### config.mk
export PLATFORM = sky130hd
export DESIGN_NAME = tpm_three_phase_pwm
export DESIGN_NICKNAME = d
export VERILOG_FILES = /design/src/tpm_pkg.sv /design/src/tpm_phase_out.sv /design/src/tpm_three_phase_pwm.sv
export SDC_FILE = /design/constraint.sdc
export NUM_CORES = 1
export LEC_CHECK = 0
export BUFFER_PORTS_ARGS = -buffer_cell sky130_fd_sc_hd__buf_2
export CORE_MARGIN = 4
export CORE_UTILIZATION = 60
export DETAILED_ROUTE_END_ITERATION = 8
export PLACE_DENSITY = 0.83
export REMOVE_ABC_BUFFERS = 1
export SLEW_MARGIN = 20
export SYNTH_ARGS = -nofsm -noshare
export SYNTH_HDL_FRONTEND = slang
export SYNTH_SLANG_ARGS = --single-unit
### constraint.sdc
create_clock -name sys_clk -period 2.9 [get_ports sys_clk]
set_input_delay 0.58 -clock sys_clk [delete_from_list [all_inputs] [get_ports sys_clk]]
set_output_delay 0.58 -clock sys_clk [all_outputs]
set_load 0.005 [all_outputs]
### src/tpm_pkg.sv
// Package of constants and types for the three-phase motor PWM generator
// Function
// - Reset-sync mode makes three common-edge PWM phases
// - Reset-sync drives six pins, ch3 counts up
// - Ch3 drives phase 1, ch4 phases 2, 3
// - Upper limit sets ch3 count cycle
// - Each compare sets its phase pair turning point
// - Period match clears counter, restarts from zero
// - Outputs toggle on compare match and clear
// - Complementary mode gives non-overlapping phases, optionally none
// - Optional period-synchronous toggle on period pin
// - Both counters count up/down in complementary mode
// - Ch3 starts counting from dead time value
// - Upper limit holds half carrier plus dead
// - Ch4 starts from zero counting up
// - Cycle data limits ch4, cycle buffer buffers
// - Dead time sets offset between both counters
// - Three compare registers serve phases 1-3
// - Buffers always CPU readable and writable
// - Hidden temporary registers between buffer and compare
// - Read-only dead-time subcounter provided
// - Access enable bit guards protected registers
// - Ch3 turns down at limit, up at dead
// - Ch4 turns down at cycle, up at zero
// - Compare match drives selected output levels
// - Mode entry copies five buffers: three to compares, two to limits
package tpm_pkg;

    localparam int          CNT_W     = 16;
    localparam logic [15:0] CNT_ZERO  = 16'h0000;
    localparam logic [15:0] CNT_ONE   = 16'h0001;
    localparam logic [15:0] REG_RESET = 16'h0000;
    localparam int          PHASES    = 3;

    typedef enum logic [1:0] {
        TPM_MODE_OFF,
        TPM_MODE_RSYNC,
        TPM_MODE_COMPL
    } tpm_mode_t;

    typedef enum logic [3:0] {
        TPM_SEL_CH3_CNT,
        TPM_SEL_CH4_CNT,
        TPM_SEL_UPLIM,
        TPM_SEL_UPLIM_BUF,
        TPM_SEL_PH1_CMP,
        TPM_SEL_PH2_CMP,
        TPM_SEL_PH3_CMP,
        TPM_SEL_PH1_BUF,
        TPM_SEL_PH2_BUF,
        TPM_SEL_PH3_BUF,
        TPM_SEL_DEAD,
        TPM_SEL_CYC,
        TPM_SEL_CYC_BUF,
        TPM_SEL_SUB
    } tpm_reg_sel_t;

    typedef struct packed {
        logic                writeEn;
        tpm_reg_sel_t        sel;
        logic [CNT_W-1:0]    data;
    } tpm_cpu_req_t;

    typedef struct packed {
        logic phase1Pos;
        logic phase1Neg;
        logic phase2Pos;
        logic phase2Neg;
        logic phase3Pos;
        logic phase3Neg;
    } tpm_pwm_pins_t;

    typedef struct packed {
        logic [CNT_W-1:0]             ch3Counter;
        logic [CNT_W-1:0]             ch4Counter;
        logic [CNT_W-1:0]             ch3UpperLimit;
        logic [CNT_W-1:0]             upperLimitBuffer;
        logic [PHASES-1:0][CNT_W-1:0] phaseCompare;
        logic [PHASES-1:0][CNT_W-1:0] phaseBuffer;
        logic [PHASES-1:0][CNT_W-1:0] phaseTemp;
        logic [CNT_W-1:0]             deadTimeData;
        logic [CNT_W-1:0]             cycleData;
        logic [CNT_W-1:0]             cycleBuffer;
        logic [CNT_W-1:0]             deadTimeSubcounter;
        logic                         countDown;
        tpm_mode_t                    prevMode;
        logic                         periodToggle;
        logic [CNT_W-1:0]             readData;
    } tpm_state_t;

    typedef struct packed {
        logic toggle;
        logic posPin;
        logic negPin;
    } tpm_phase_state_t;

endpackage

### src/tpm_phase_out.sv
// One PWM phase: positive and negative pin generation for both modes
`timescale 1ns/1ps
`default_nettype none
module tpm_phase_out
    import tpm_pkg::*;
(
    input  wire logic             sys_clk,
    input  wire logic             rst,
    input  wire logic             rsyncRun,
    input  wire logic             complMode,
    input  wire logic             compareMatch,
    input  wire logic             counterClear,
    input  wire logic [CNT_W-1:0] ch3Count,
    input  wire logic [CNT_W-1:0] ch4Count,
    input  wire logic [CNT_W-1:0] compare,
    input  wire logic             posLevel,
    input  wire logic             negLevel,
    output logic                  posPin,
    output logic                  negPin
);

    tpm_phase_state_t stateReg;
    tpm_phase_state_t stateNext;
    logic             posActive;
    logic             negActive;

    ////////////////////////////////////////////////////////////////////////////
    always_comb begin
        stateNext = stateReg;
        // Ch4 lags ch3 by the dead time, so both can never be active together
        posActive = ch4Count > compare;
        negActive = ch3Count < compare;
        if (rsyncRun) begin
            if (compareMatch || counterClear) begin
                stateNext.toggle = ~stateReg.toggle;
            end
            stateNext.posPin = stateNext.toggle ? posLevel : ~posLevel;
            stateNext.negPin = stateNext.toggle ? ~negLevel : negLevel;
        end else if (complMode) begin
            stateNext.toggle = 1'b0;
            stateNext.posPin = posActive ? posLevel : ~posLevel;
            stateNext.negPin = negActive ? negLevel : ~negLevel;
        end else begin
            stateNext.toggle = 1'b0;
            stateNext.posPin = ~posLevel;
            stateNext.negPin = ~negLevel;
        end
    end

    always_ff @(posedge sys_clk) begin
        if (rst) begin
            stateReg <= '0;
        end else begin
            stateReg <= stateNext;
        end
    end

    assign posPin = stateReg.posPin;
    assign negPin = stateReg.negPin;
endmodule
`default_nettype wire

### src/tpm_three_phase_pwm.sv
// Three-phase motor PWM generator: counters, register set and six outputs
`timescale 1ns/1ps
`default_nettype none
module tpm_three_phase_pwm
    import tpm_pkg::*;
(
    input  wire logic             sys_clk,
    input  wire logic             rst,
    input  wire tpm_mode_t        modeSel,
    input  wire logic             countStart,
    input  wire logic             accessEnableBit,
    input  wire logic             posLevelSelect,
    input  wire logic             negLevelSelect,
    input  wire logic             periodToggleEn,
    input  wire tpm_cpu_req_t     cpuReq,
    output logic [CNT_W-1:0]      cpuRdData,
    output tpm_pwm_pins_t         pwmPins,
    output logic                  pwmOe,
    output logic                  periodTogglePin,
    output logic                  periodToggleOe
);

    tpm_state_t              stateReg;
    tpm_state_t              stateNext;
    logic                    rsyncMode;
    logic                    complMode;
    logic                    rsyncRun;
    logic                    complRun;
    logic                    enterCompl;
    logic                    periodMatch;
    logic                    crestTurn;
    logic                    troughTurn;
    logic                    crestWindow;
    logic                    troughWindow;
    logic [PHASES-1:0]       phaseMatch;
    logic [PHASES-1:0]       phasePos;
    logic [PHASES-1:0]       phaseNeg;

    ////////////////////////////////////////////////////////////////////////////
    // Registers gated by the access enable bit
    function automatic logic isProtected(input tpm_reg_sel_t sel);
        unique case (sel)
            TPM_SEL_CH3_CNT, TPM_SEL_CH4_CNT, TPM_SEL_UPLIM,
            TPM_SEL_PH1_CMP, TPM_SEL_PH2_CMP, TPM_SEL_PH3_CMP,
            TPM_SEL_DEAD, TPM_SEL_CYC: isProtected = 1'b1;
            default:                   isProtected = 1'b0;
        endcase
    endfunction

    function automatic logic [CNT_W-1:0] readSel(input tpm_state_t s,
                                                  input tpm_reg_sel_t sel);
        unique case (sel)
            TPM_SEL_CH3_CNT:   readSel = s.ch3Counter;
            TPM_SEL_CH4_CNT:   readSel = s.ch4Counter;
            TPM_SEL_UPLIM:     readSel = s.ch3UpperLimit;
            TPM_SEL_UPLIM_BUF: readSel = s.upperLimitBuffer;
            TPM_SEL_PH1_CMP:   readSel = s.phaseCompare[0];
            TPM_SEL_PH2_CMP:   readSel = s.phaseCompare[1];
            TPM_SEL_PH3_CMP:   readSel = s.phaseCompare[2];
            TPM_SEL_PH1_BUF:   readSel = s.phaseBuffer[0];
            TPM_SEL_PH2_BUF:   readSel = s.phaseBuffer[1];
            TPM_SEL_PH3_BUF:   readSel = s.phaseBuffer[2];
            TPM_SEL_DEAD:      readSel = s.deadTimeData;
            TPM_SEL_CYC:       readSel = s.cycleData;
            TPM_SEL_CYC_BUF:   readSel = s.cycleBuffer;
            TPM_SEL_SUB:       readSel = s.deadTimeSubcounter;
            default:           readSel = CNT_ZERO;
        endcase
    endfunction

    ////////////////////////////////////////////////////////////////////////////
    assign rsyncMode    = modeSel == TPM_MODE_RSYNC;
    assign complMode    = modeSel == TPM_MODE_COMPL;
    assign rsyncRun     = rsyncMode && countStart;
    assign complRun     = complMode && countStart;
    assign enterCompl   = complMode && (stateReg.prevMode != TPM_MODE_COMPL);
    assign periodMatch  = stateReg.ch3Counter == stateReg.ch3UpperLimit;
    assign crestTurn    = complRun && !stateReg.countDown &&
                          ((stateReg.ch4Counter == stateReg.cycleData) || periodMatch);
    assign troughTurn   = complRun && stateReg.countDown &&
                          ((stateReg.ch4Counter == CNT_ZERO) ||
                           (stateReg.ch3Counter == stateReg.deadTimeData));
    assign crestWindow  = stateReg.ch3Counter > stateReg.cycleData;
    assign troughWindow = stateReg.ch4Counter < stateReg.deadTimeData;

    // Phase 1 follows ch3, phases 2 and 3 follow ch4
    assign phaseMatch[0] = stateReg.ch3Counter == stateReg.phaseCompare[0];
    assign phaseMatch[1] = stateReg.ch4Counter == stateReg.phaseCompare[1];
    assign phaseMatch[2] = stateReg.ch4Counter == stateReg.phaseCompare[2];

    ////////////////////////////////////////////////////////////////////////////
    always_comb begin
        stateNext          = stateReg;
        stateNext.prevMode = modeSel;
        if (rsyncRun) begin
            // Software is expected to have zeroed both counters first
            if (periodMatch) begin
                stateNext.ch3Counter = CNT_ZERO;
                stateNext.ch4Counter = CNT_ZERO;
            end else begin
                stateNext.ch3Counter = stateReg.ch3Counter + CNT_ONE;
                stateNext.ch4Counter = stateReg.ch4Counter + CNT_ONE;
            end
        end else if (complMode && !countStart) begin
            stateNext.ch3Counter = stateReg.deadTimeData;
            stateNext.ch4Counter = CNT_ZERO;
            stateNext.countDown  = 1'b0;
        end else if (complRun) begin
            if (crestTurn) begin
                stateNext.countDown = 1'b1;
            end else if (troughTurn) begin
                stateNext.countDown = 1'b0;
            end
            if (stateNext.countDown) begin
                stateNext.ch3Counter = stateReg.ch3Counter - CNT_ONE;
                stateNext.ch4Counter = stateReg.ch4Counter - CNT_ONE;
            end else begin
                stateNext.ch3Counter = stateReg.ch3Counter + CNT_ONE;
                stateNext.ch4Counter = stateReg.ch4Counter + CNT_ONE;
            end
        end
        // Subcounter tracks the counter that spans the dead-time window
        if (complRun) begin
            stateNext.deadTimeSubcounter = crestWindow ? stateReg.ch3Counter
                                                       : stateReg.ch4Counter;
        end
        // Temporaries follow buffers outside the windows, freeze inside
        if (complMode && !(crestWindow || troughWindow)) begin
            stateNext.phaseTemp = stateReg.phaseBuffer;
        end
        if (troughTurn) begin
            stateNext.phaseCompare  = stateReg.phaseTemp;
            stateNext.ch3UpperLimit = stateReg.upperLimitBuffer;
            stateNext.cycleData     = stateReg.cycleBuffer;
        end
        if (crestTurn || troughTurn) begin
            stateNext.periodToggle = ~stateReg.periodToggle;
        end
        if (enterCompl) begin
            stateNext.phaseCompare  = stateReg.phaseBuffer;
            stateNext.phaseTemp     = stateReg.phaseBuffer;
            stateNext.ch3UpperLimit = stateReg.upperLimitBuffer;
            stateNext.cycleData     = stateReg.cycleBuffer;
        end
        // CPU write wins over hardware update in the same cycle
        if (cpuReq.writeEn && (accessEnableBit || !isProtected(cpuReq.sel))) begin
            unique case (cpuReq.sel)
                TPM_SEL_CH3_CNT:   stateNext.ch3Counter       = cpuReq.data;
                TPM_SEL_CH4_CNT:   stateNext.ch4Counter       = cpuReq.data;
                TPM_SEL_UPLIM:     stateNext.ch3UpperLimit    = cpuReq.data;
                TPM_SEL_UPLIM_BUF: stateNext.upperLimitBuffer = cpuReq.data;
                TPM_SEL_PH1_CMP:   stateNext.phaseCompare[0]  = cpuReq.data;
                TPM_SEL_PH2_CMP:   stateNext.phaseCompare[1]  = cpuReq.data;
                TPM_SEL_PH3_CMP:   stateNext.phaseCompare[2]  = cpuReq.data;
                TPM_SEL_PH1_BUF:   stateNext.phaseBuffer[0]   = cpuReq.data;
                TPM_SEL_PH2_BUF:   stateNext.phaseBuffer[1]   = cpuReq.data;
                TPM_SEL_PH3_BUF:   stateNext.phaseBuffer[2]   = cpuReq.data;
                TPM_SEL_DEAD:      stateNext.deadTimeData     = cpuReq.data;
                TPM_SEL_CYC:       stateNext.cycleData        = cpuReq.data;
                TPM_SEL_CYC_BUF:   stateNext.cycleBuffer      = cpuReq.data;
                default:           stateNext.readData         = stateNext.readData;
            endcase
        end
        // Protected registers read as zero while access is blocked
        if (isProtected(cpuReq.sel) && !accessEnableBit) begin
            stateNext.readData = CNT_ZERO;
        end else begin
            stateNext.readData = readSel(stateReg, cpuReq.sel);
        end
    end

    always_ff @(posedge sys_clk) begin
        if (rst) begin
            stateReg          <= '0;
            stateReg.prevMode <= TPM_MODE_OFF;
        end else begin
            stateReg <= stateNext;
        end
    end

    ////////////////////////////////////////////////////////////////////////////
    for (genvar i = 0; i < PHASES; i++) begin : g_phase
        tpm_phase_out u_phase (
            .sys_clk      (sys_clk),
            .rst          (rst),
            .rsyncRun     (rsyncRun),
            .complMode    (complMode),
            .compareMatch (phaseMatch[i]),
            .counterClear (rsyncRun && periodMatch),
            .ch3Count     (stateReg.ch3Counter),
            .ch4Count     (stateReg.ch4Counter),
            .compare      (stateReg.phaseCompare[i]),
            .posLevel     (posLevelSelect),
            .negLevel     (negLevelSelect),
            .posPin       (phasePos[i]),
            .negPin       (phaseNeg[i])
        );
    end

    assign pwmPins.phase1Pos = phasePos[0];
    assign pwmPins.phase1Neg = phaseNeg[0];
    assign pwmPins.phase2Pos = phasePos[1];
    assign pwmPins.phase2Neg = phaseNeg[1];
    assign pwmPins.phase3Pos = phasePos[2];
    assign pwmPins.phase3Neg = phaseNeg[2];
    assign pwmOe             = rsyncMode || complMode;
    assign periodTogglePin   = stateReg.periodToggle;
    assign periodToggleOe    = complMode && periodToggleEn;
    assign cpuRdData         = stateReg.readData;
endmodule
`default_nettype wire

======== Word-level counts from Yosys, hierarchy flattened ========
Memories as Yosys holds them, arrays and structs flattened.
Index checks and enable logic that the tools add are counted.
storage, ports and cells
  ROM bits ................................ 32
  word-level logic and storage cells ...... 172
  register bits ........................... 301
  memories ................................ 2
  latch bits .............................. 0
  memory bits (writable) .................. 0
operators by class
  shifts and indexed selects .............. 0
  multiply operators ...................... 0
  reductions and logical operators ........ 39
  muxes and demuxes ....................... 60
  div/mod/pow operators ................... 0
  bitwise logic cells ..................... 7
  add/sub/neg operators ................... 4
  $lt $le $gt $ge ......................... 8
  equality and inequality tests ........... 22
memories
  memory            depth  width  rd ports  clocked after memory_dff  wr ports  line                       text
  (name not given)  16     1      1         0                         0         tpm_three_phase_pwm.sv:42  unique case (sel)
  (name not given)  16     1      1         0                         0         tpm_three_phase_pwm.sv:42
operator list
  kind                                                 number
  2-to-1 mux 16 bit                                    17
  case mux 16 bit (14 select lines)                    1
  2-to-1 mux 32 bit                                    6
  2-to-1 mux 48 bit                                    4
  2-to-1 mux 160 bit                                   1
  == test 16 bit                                       6
  > comparator 16 bit                                  4
  < comparator 16 bit                                  4
  adder 16 x 1 -> 16 bit (second input constant)       2
  subtractor 16 x 1 -> 16 bit (second input constant)  2
  2-to-1 mux 1 bit                                     25
  == test 4 bit (second input constant)                6
  == test 4 x 3 -> 1 bit (second input constant)       4
  logical NOT 16 bit                                   1
  AND reduction 2 bit                                  7
  logical AND 1 bit                                    13
  logical OR 1 bit                                     9
  2-to-1 mux 3 bit                                     3
  == test 4 x 2 -> 1 bit (second input constant)       2
  NOT 1 bit                                            7
  2-to-1 mux 2 bit                                     3
  logical NOT 1 bit                                    5
  == test 4 x 1 -> 1 bit (second input constant)       1
  logical NOT 4 bit                                    1
  5 further kinds                                      6

======== Logic depth before layout (Yosys ltp) ========
  word-level depth ........................ 15
  gate-level depth with buffers ........... 14
  mapped depth without buffers ............ 10

======== By module ========
Synthesis repeated with hierarchy kept, for this count alone.
second synthesis, totals
  cell total of the unflattened synthesis .. 2535
  area total of the unflattened synthesis .. 20200.6 µm²
by module, submodules not included
  module               area each (µm²)  cells an instance  sequential area each (µm²)  instances
  tpm_three_phase_pwm  17576.9          2208               5845.6                      1
  tpm_phase_out        874.6            109                60.1                        3

======== Worst setup path after synthesis ========
No wires, ideal clock.
  path kind ............................... reg-to-reg
  from .................................... reg stateReg[276] in the netlist's numbering
  to ...................................... reg stateReg[110] in the netlist's numbering
  data arrival time ....................... 2521 ps
  stages on the path, launching flop included .. 13
  data required time ...................... 2828 ps
  path slack .............................. 308 ps
  setup time .............................. 72 ps
  buffers on the path ..................... 3
  period minus slack after synthesis ...... 2592 ps
  cell sequence ........................... dfxtp_1 -> clkbuf_1 -> inv_1 -> ha_1 -> nand4_1 -> nor3_1 -> a21oi_1 -> o21ai_1 -> o21ai_0 -> a21oi_1 -> buf_2 -> buf_2 -> mux2i_1
between the ends
  word-level cells in the longest chain between the ends .. 5
ends and longest elaborated chain
  item                          line                        text
  from (decl)                   tpm_three_phase_pwm.sv:23   tpm_state_t stateReg;
  from (signal assigned)        tpm_three_phase_pwm.sv:177  stateReg <= stateNext;
  > comparator 16 bit           tpm_three_phase_pwm.sv:83   assign crestWindow = stateReg.ch3Counter > stateReg.cycleData;
  logical OR 1 bit              tpm_three_phase_pwm.sv:128  if (complMode && !(crestWindow || troughWindow)) begin
  logical NOT 1 bit             tpm_three_phase_pwm.sv:128
  logical AND 1 bit             tpm_three_phase_pwm.sv:128
  nonzero test 2 bit (no line)  n/a
Every way passes these cells.
A chain may end at the register's enable or synchronous reset.

======== Final worst setup path ========
  from .................................... reg stateReg[269] in the netlist's numbering
  to ...................................... reg stateReg[102] in the netlist's numbering
between the ends
  word-level cells in the longest chain between the ends .. 5
ends and longest elaborated chain
  item                          line                        text
  < comparator 16 bit           tpm_three_phase_pwm.sv:84   assign troughWindow = stateReg.ch4Counter < stateReg.deadTimeData;
  logical OR 1 bit              tpm_three_phase_pwm.sv:128
  logical NOT 1 bit             tpm_three_phase_pwm.sv:128
  logical AND 1 bit             tpm_three_phase_pwm.sv:128
  nonzero test 2 bit (no line)  n/a
Every way passes these cells.

==> flow_metrics.env <==
export IMPL_status="complete, but fails checks"
export IMPL_violations="setup timing"
export IMPL_cts_setup_buffers=0
export IMPL_hold_viol=0
export IMPL_postCtsHoldBufs=0
export IMPL_skew_ns=0.01725
export IMPL_ys_warnings_count=0
export IMPL_drc=0
export IMPL_track_usage_pct=41.60
export IMPL_async_flop_share_pct=0
export IMPL_synth_cell_types=77
export IMPL_synth_compound_area_share_pct=22.31
export IMPL_critPathSlowestCell="dfxtp_1"
export IMPL_insertion_delay_ns=0.54
export IMPL_critPathCaptureType="flop"
export IMPL_synth_edf_count=0
export IMPL_p_per_area_nw_per_um2=503.1
export IMPL_yosysMostFrequentCell="dfxtp_1"
export IMPL_relSlewSlack_pct=20.04
export IMPL_busiest_layer="met2"
export IMPL_cts_tree="yes"
export IMPL_dp_cells=2935
export IMPL_rows=65
export IMPL_start_util_pct=61.34
export IMPL_grt_antenna_before_repair=5
export IMPL_first_pass_iters=8
export IMPL_vdd_drop_max_uv=589.4
export IMPL_timing_fmax_ghz=0.3360
export IMPL_ys_seq_area_share_pct=30.81
export IMPL_power_w=0.01122
export IMPL_place_congestion=1.054
export IMPL_gr_usage_met1_pct=54.51
export IMPL_cts_root_buf="clkbuf_16"
export IMPL_fin_ws_ns=-0.07585
export IMPL_grt_ovfl_total=0
export IMPL_worstMarginPinSlew_ns=1.195
export IMPL_setup_viol=35
export IMPL_met3_usage_pct=9.281
export IMPL_synth_simple_area_share_pct=20.74
export IMPL_drt_iter0_markers=3235
export IMPL_routedWlPerCell_um=25.71
export IMPL_die_h_um=188.5
export IMPL_areaGrowthSynthToFinish_pct=14.07
export IMPL_grt_use_met2_pct=63.13
export IMPL_crit_fanout=35
export IMPL_start_kind="flop"
export IMPL_synthXorXnorAreaFrac_pct=3.448
export IMPL_grt_pass1_wl_um=116200
export IMPL_ant_nets=0
export IMPL_htreeDepth=2
export IMPL_io_pins=55
export IMPL_final_period_utilization_pct=102.6
export IMPL_die_area_um2=35550
export IMPL_port_buffers=54
export IMPL_avgSynthCellArea_um2=7.950
export IMPL_grt_start_max_net_pins=97
export IMPL_synth_area_top_cells="dfxtp_1 31%, ha_1 8.5%, mux2i_1 7.0%, a21oi_1 5.5%, nand2_1 4.9%"
export IMPL_synth_ff_type="dfxtp_1"
export IMPL_synth_cells=2460
export IMPL_synth_top_family_by_area="compound AO/OA/AOI/OAI gates"
export IMPL_synthesis_area_um2=19560
export IMPL_path_delay_family="compound AO/OA/AOI/OAI gates"
export IMPL_die_w_um=188.5
export IMPL_worstPathRequired_ns=3.30
export IMPL_path_cells="ha_1 -> a21o_1 -> a21oi_1 -> nor2b_1 -> o311ai_0 -> a21boi_0 -> o31ai_2 -> a21oi_4 -> buf_12 -> mux2i_1"
export IMPL_crit_buf_inv=1
export IMPL_path_clk_slew_ns=0.06
export IMPL_clock_path_buffers=3
export IMPL_cts_buffers=35
export IMPL_drive_gt1_share_pct=14.02
export IMPL_synthAdderAreaFrac_pct=8.509
export IMPL_core_area_um2=31880
export IMPL_cpPeakStageDelay_ns=0.51
export IMPL_finalNonFillerCells=2999
export IMPL_maxCapViolations=0
export IMPL_synth_top_area_share_pct=30.81
export IMPL_finalNetCount=2700
export IMPL_setup_tns_ns=-1.635
export IMPL_path_class="flop to flop"
export IMPL_route_vias_total=20580
export IMPL_synthTopCellsByCount="301 x dfxtp_1, 256 x nand2_1, 215 x a21oi_1"
export IMPL_routed_wirelength_um=77100
export IMPL_finalCriticalPeriod_ns=2.976
export IMPL_vias_per_cell=6.861
export IMPL_worst_hold_path_type="input port to flop"
export IMPL_cts_sinks=301
export IMPL_dp_hpwl_um=56280
export IMPL_leakage_nw=8.966
export IMPL_arrival_ns=3.37
export IMPL_synth_mux_area_share_pct=7.070
export IMPL_drv_slew=0
export IMPL_pre_cts_ws_ns=-0.09652
export IMPL_synth_top_area_cell="dfxtp_1"
export IMPL_grt_pass1_vias=19420
export IMPL_synth_seq_cells=301
metal layers:
layer	part of all wire, %	vias to the layer above
met2	42	1633
met3	14	408
met4	7.7	4
met1	37	9606
li1	-	8925
met5	0.095	-
power breakdown:
group / switching [W] / internal [W]
Sequential: 0.000114 / 0.00422
Clock: 0.00189 / 0.00272
Combinational: 0.00141 / 0.000869
Total: 0.00341 / 0.00781
registers in the layout, summed over array words and instances, names as in the netlist:
| name | flops |
|---|---|
| stateReg | 275 |
| cpuRdData | 16 |
| g_phase.u_phase.negPin | 3 |
| g_phase.u_phase.posPin | 3 |
| g_phase.u_phase.stateReg | 3 |
| periodTogglePin | 1 |
repair_timing:
item                       CTS  global route
setup endpoints to repair    4            40
pin swaps                    0             0
resized for setup            9             9
cells in the final DEF (no fill, tap or decap), types with 8 or more instances in the layout:
cell,count
nand2b_1,130
o21ai_0,42
mux2i_1,137
buf_2,53
buf_4,195
o22ai_1,49
o21a_1,38
a21oi_1,214
dfxtp_1,288
buf_12,11
xnor2_1,48
nor2_1,206
clkbuf_1,8
xor2_1,28
a22oi_1,81
ha_1,133
nand4_1,39
a21o_1,24
nor2b_1,15
a22o_1,16
dfxtp_2,13
nand2_1,256
nand3_1,69
and3_1,8
clkbuf_16,35
inv_1,93
or3_1,8
a221oi_1,29
a211oi_1,66
nor4_1,17
a31oi_1,10
o211ai_1,14
nor3_1,41
and2_1,13
kinds of logic after synthesis:
logic type      Yosys count
simple gates            842
compound gates          655
buf+inv                 314
flops                   301
mux                     138
fa+ha+maj               133
xor+xnor                 77
path summary, 6_finish.rpt:
kind | startpoint | end | slack (ns) | cells after the start
hold reg to reg | stateReg[238] | stateReg[238] | 0.47 | 2
setup / recovery | stateReg[269] | stateReg[102] | -0.08 | 10
hold / removal | modeSel[1] | stateReg[18] | 0.32 | 3
setup reg to reg | stateReg[269] | stateReg[102] | -0.08 | 10
layout make-up:
class                   instances  area, µm²
inverters                      94      352.8
clock buffers                  48      974.7
fillers                      2592       9573
diodes                          3      7.507
flip-flops and latches        301       6042
multi-input cells            1845      12230
well taps                     435      544.3
repair buffers                260       1963
clock inverters                13      191.4
stage by stage:
| step | cell area [µm²] | hold slack (ns) | utilization, % |
|---|---|---|---|
| finish | 22310 | 0.3224 | 69.97 |
| global route | 22310 | 0.3580 | 69.96 |
| CTS | 22260 | 0.3204 | 69.83 |
| detailed placement | 21090 | 0.4606 | 66.14 |
| global placement | 21090 | 0.4560 | 66.14 |
| floorplan | 18520 | 0.4426 | - |
tightest hold or removal path: stages:
cell	delay (ns)
buf_2	0.12
inv_1	0.07
nor2_1	0.05
(Power assumes the default switching activity.)
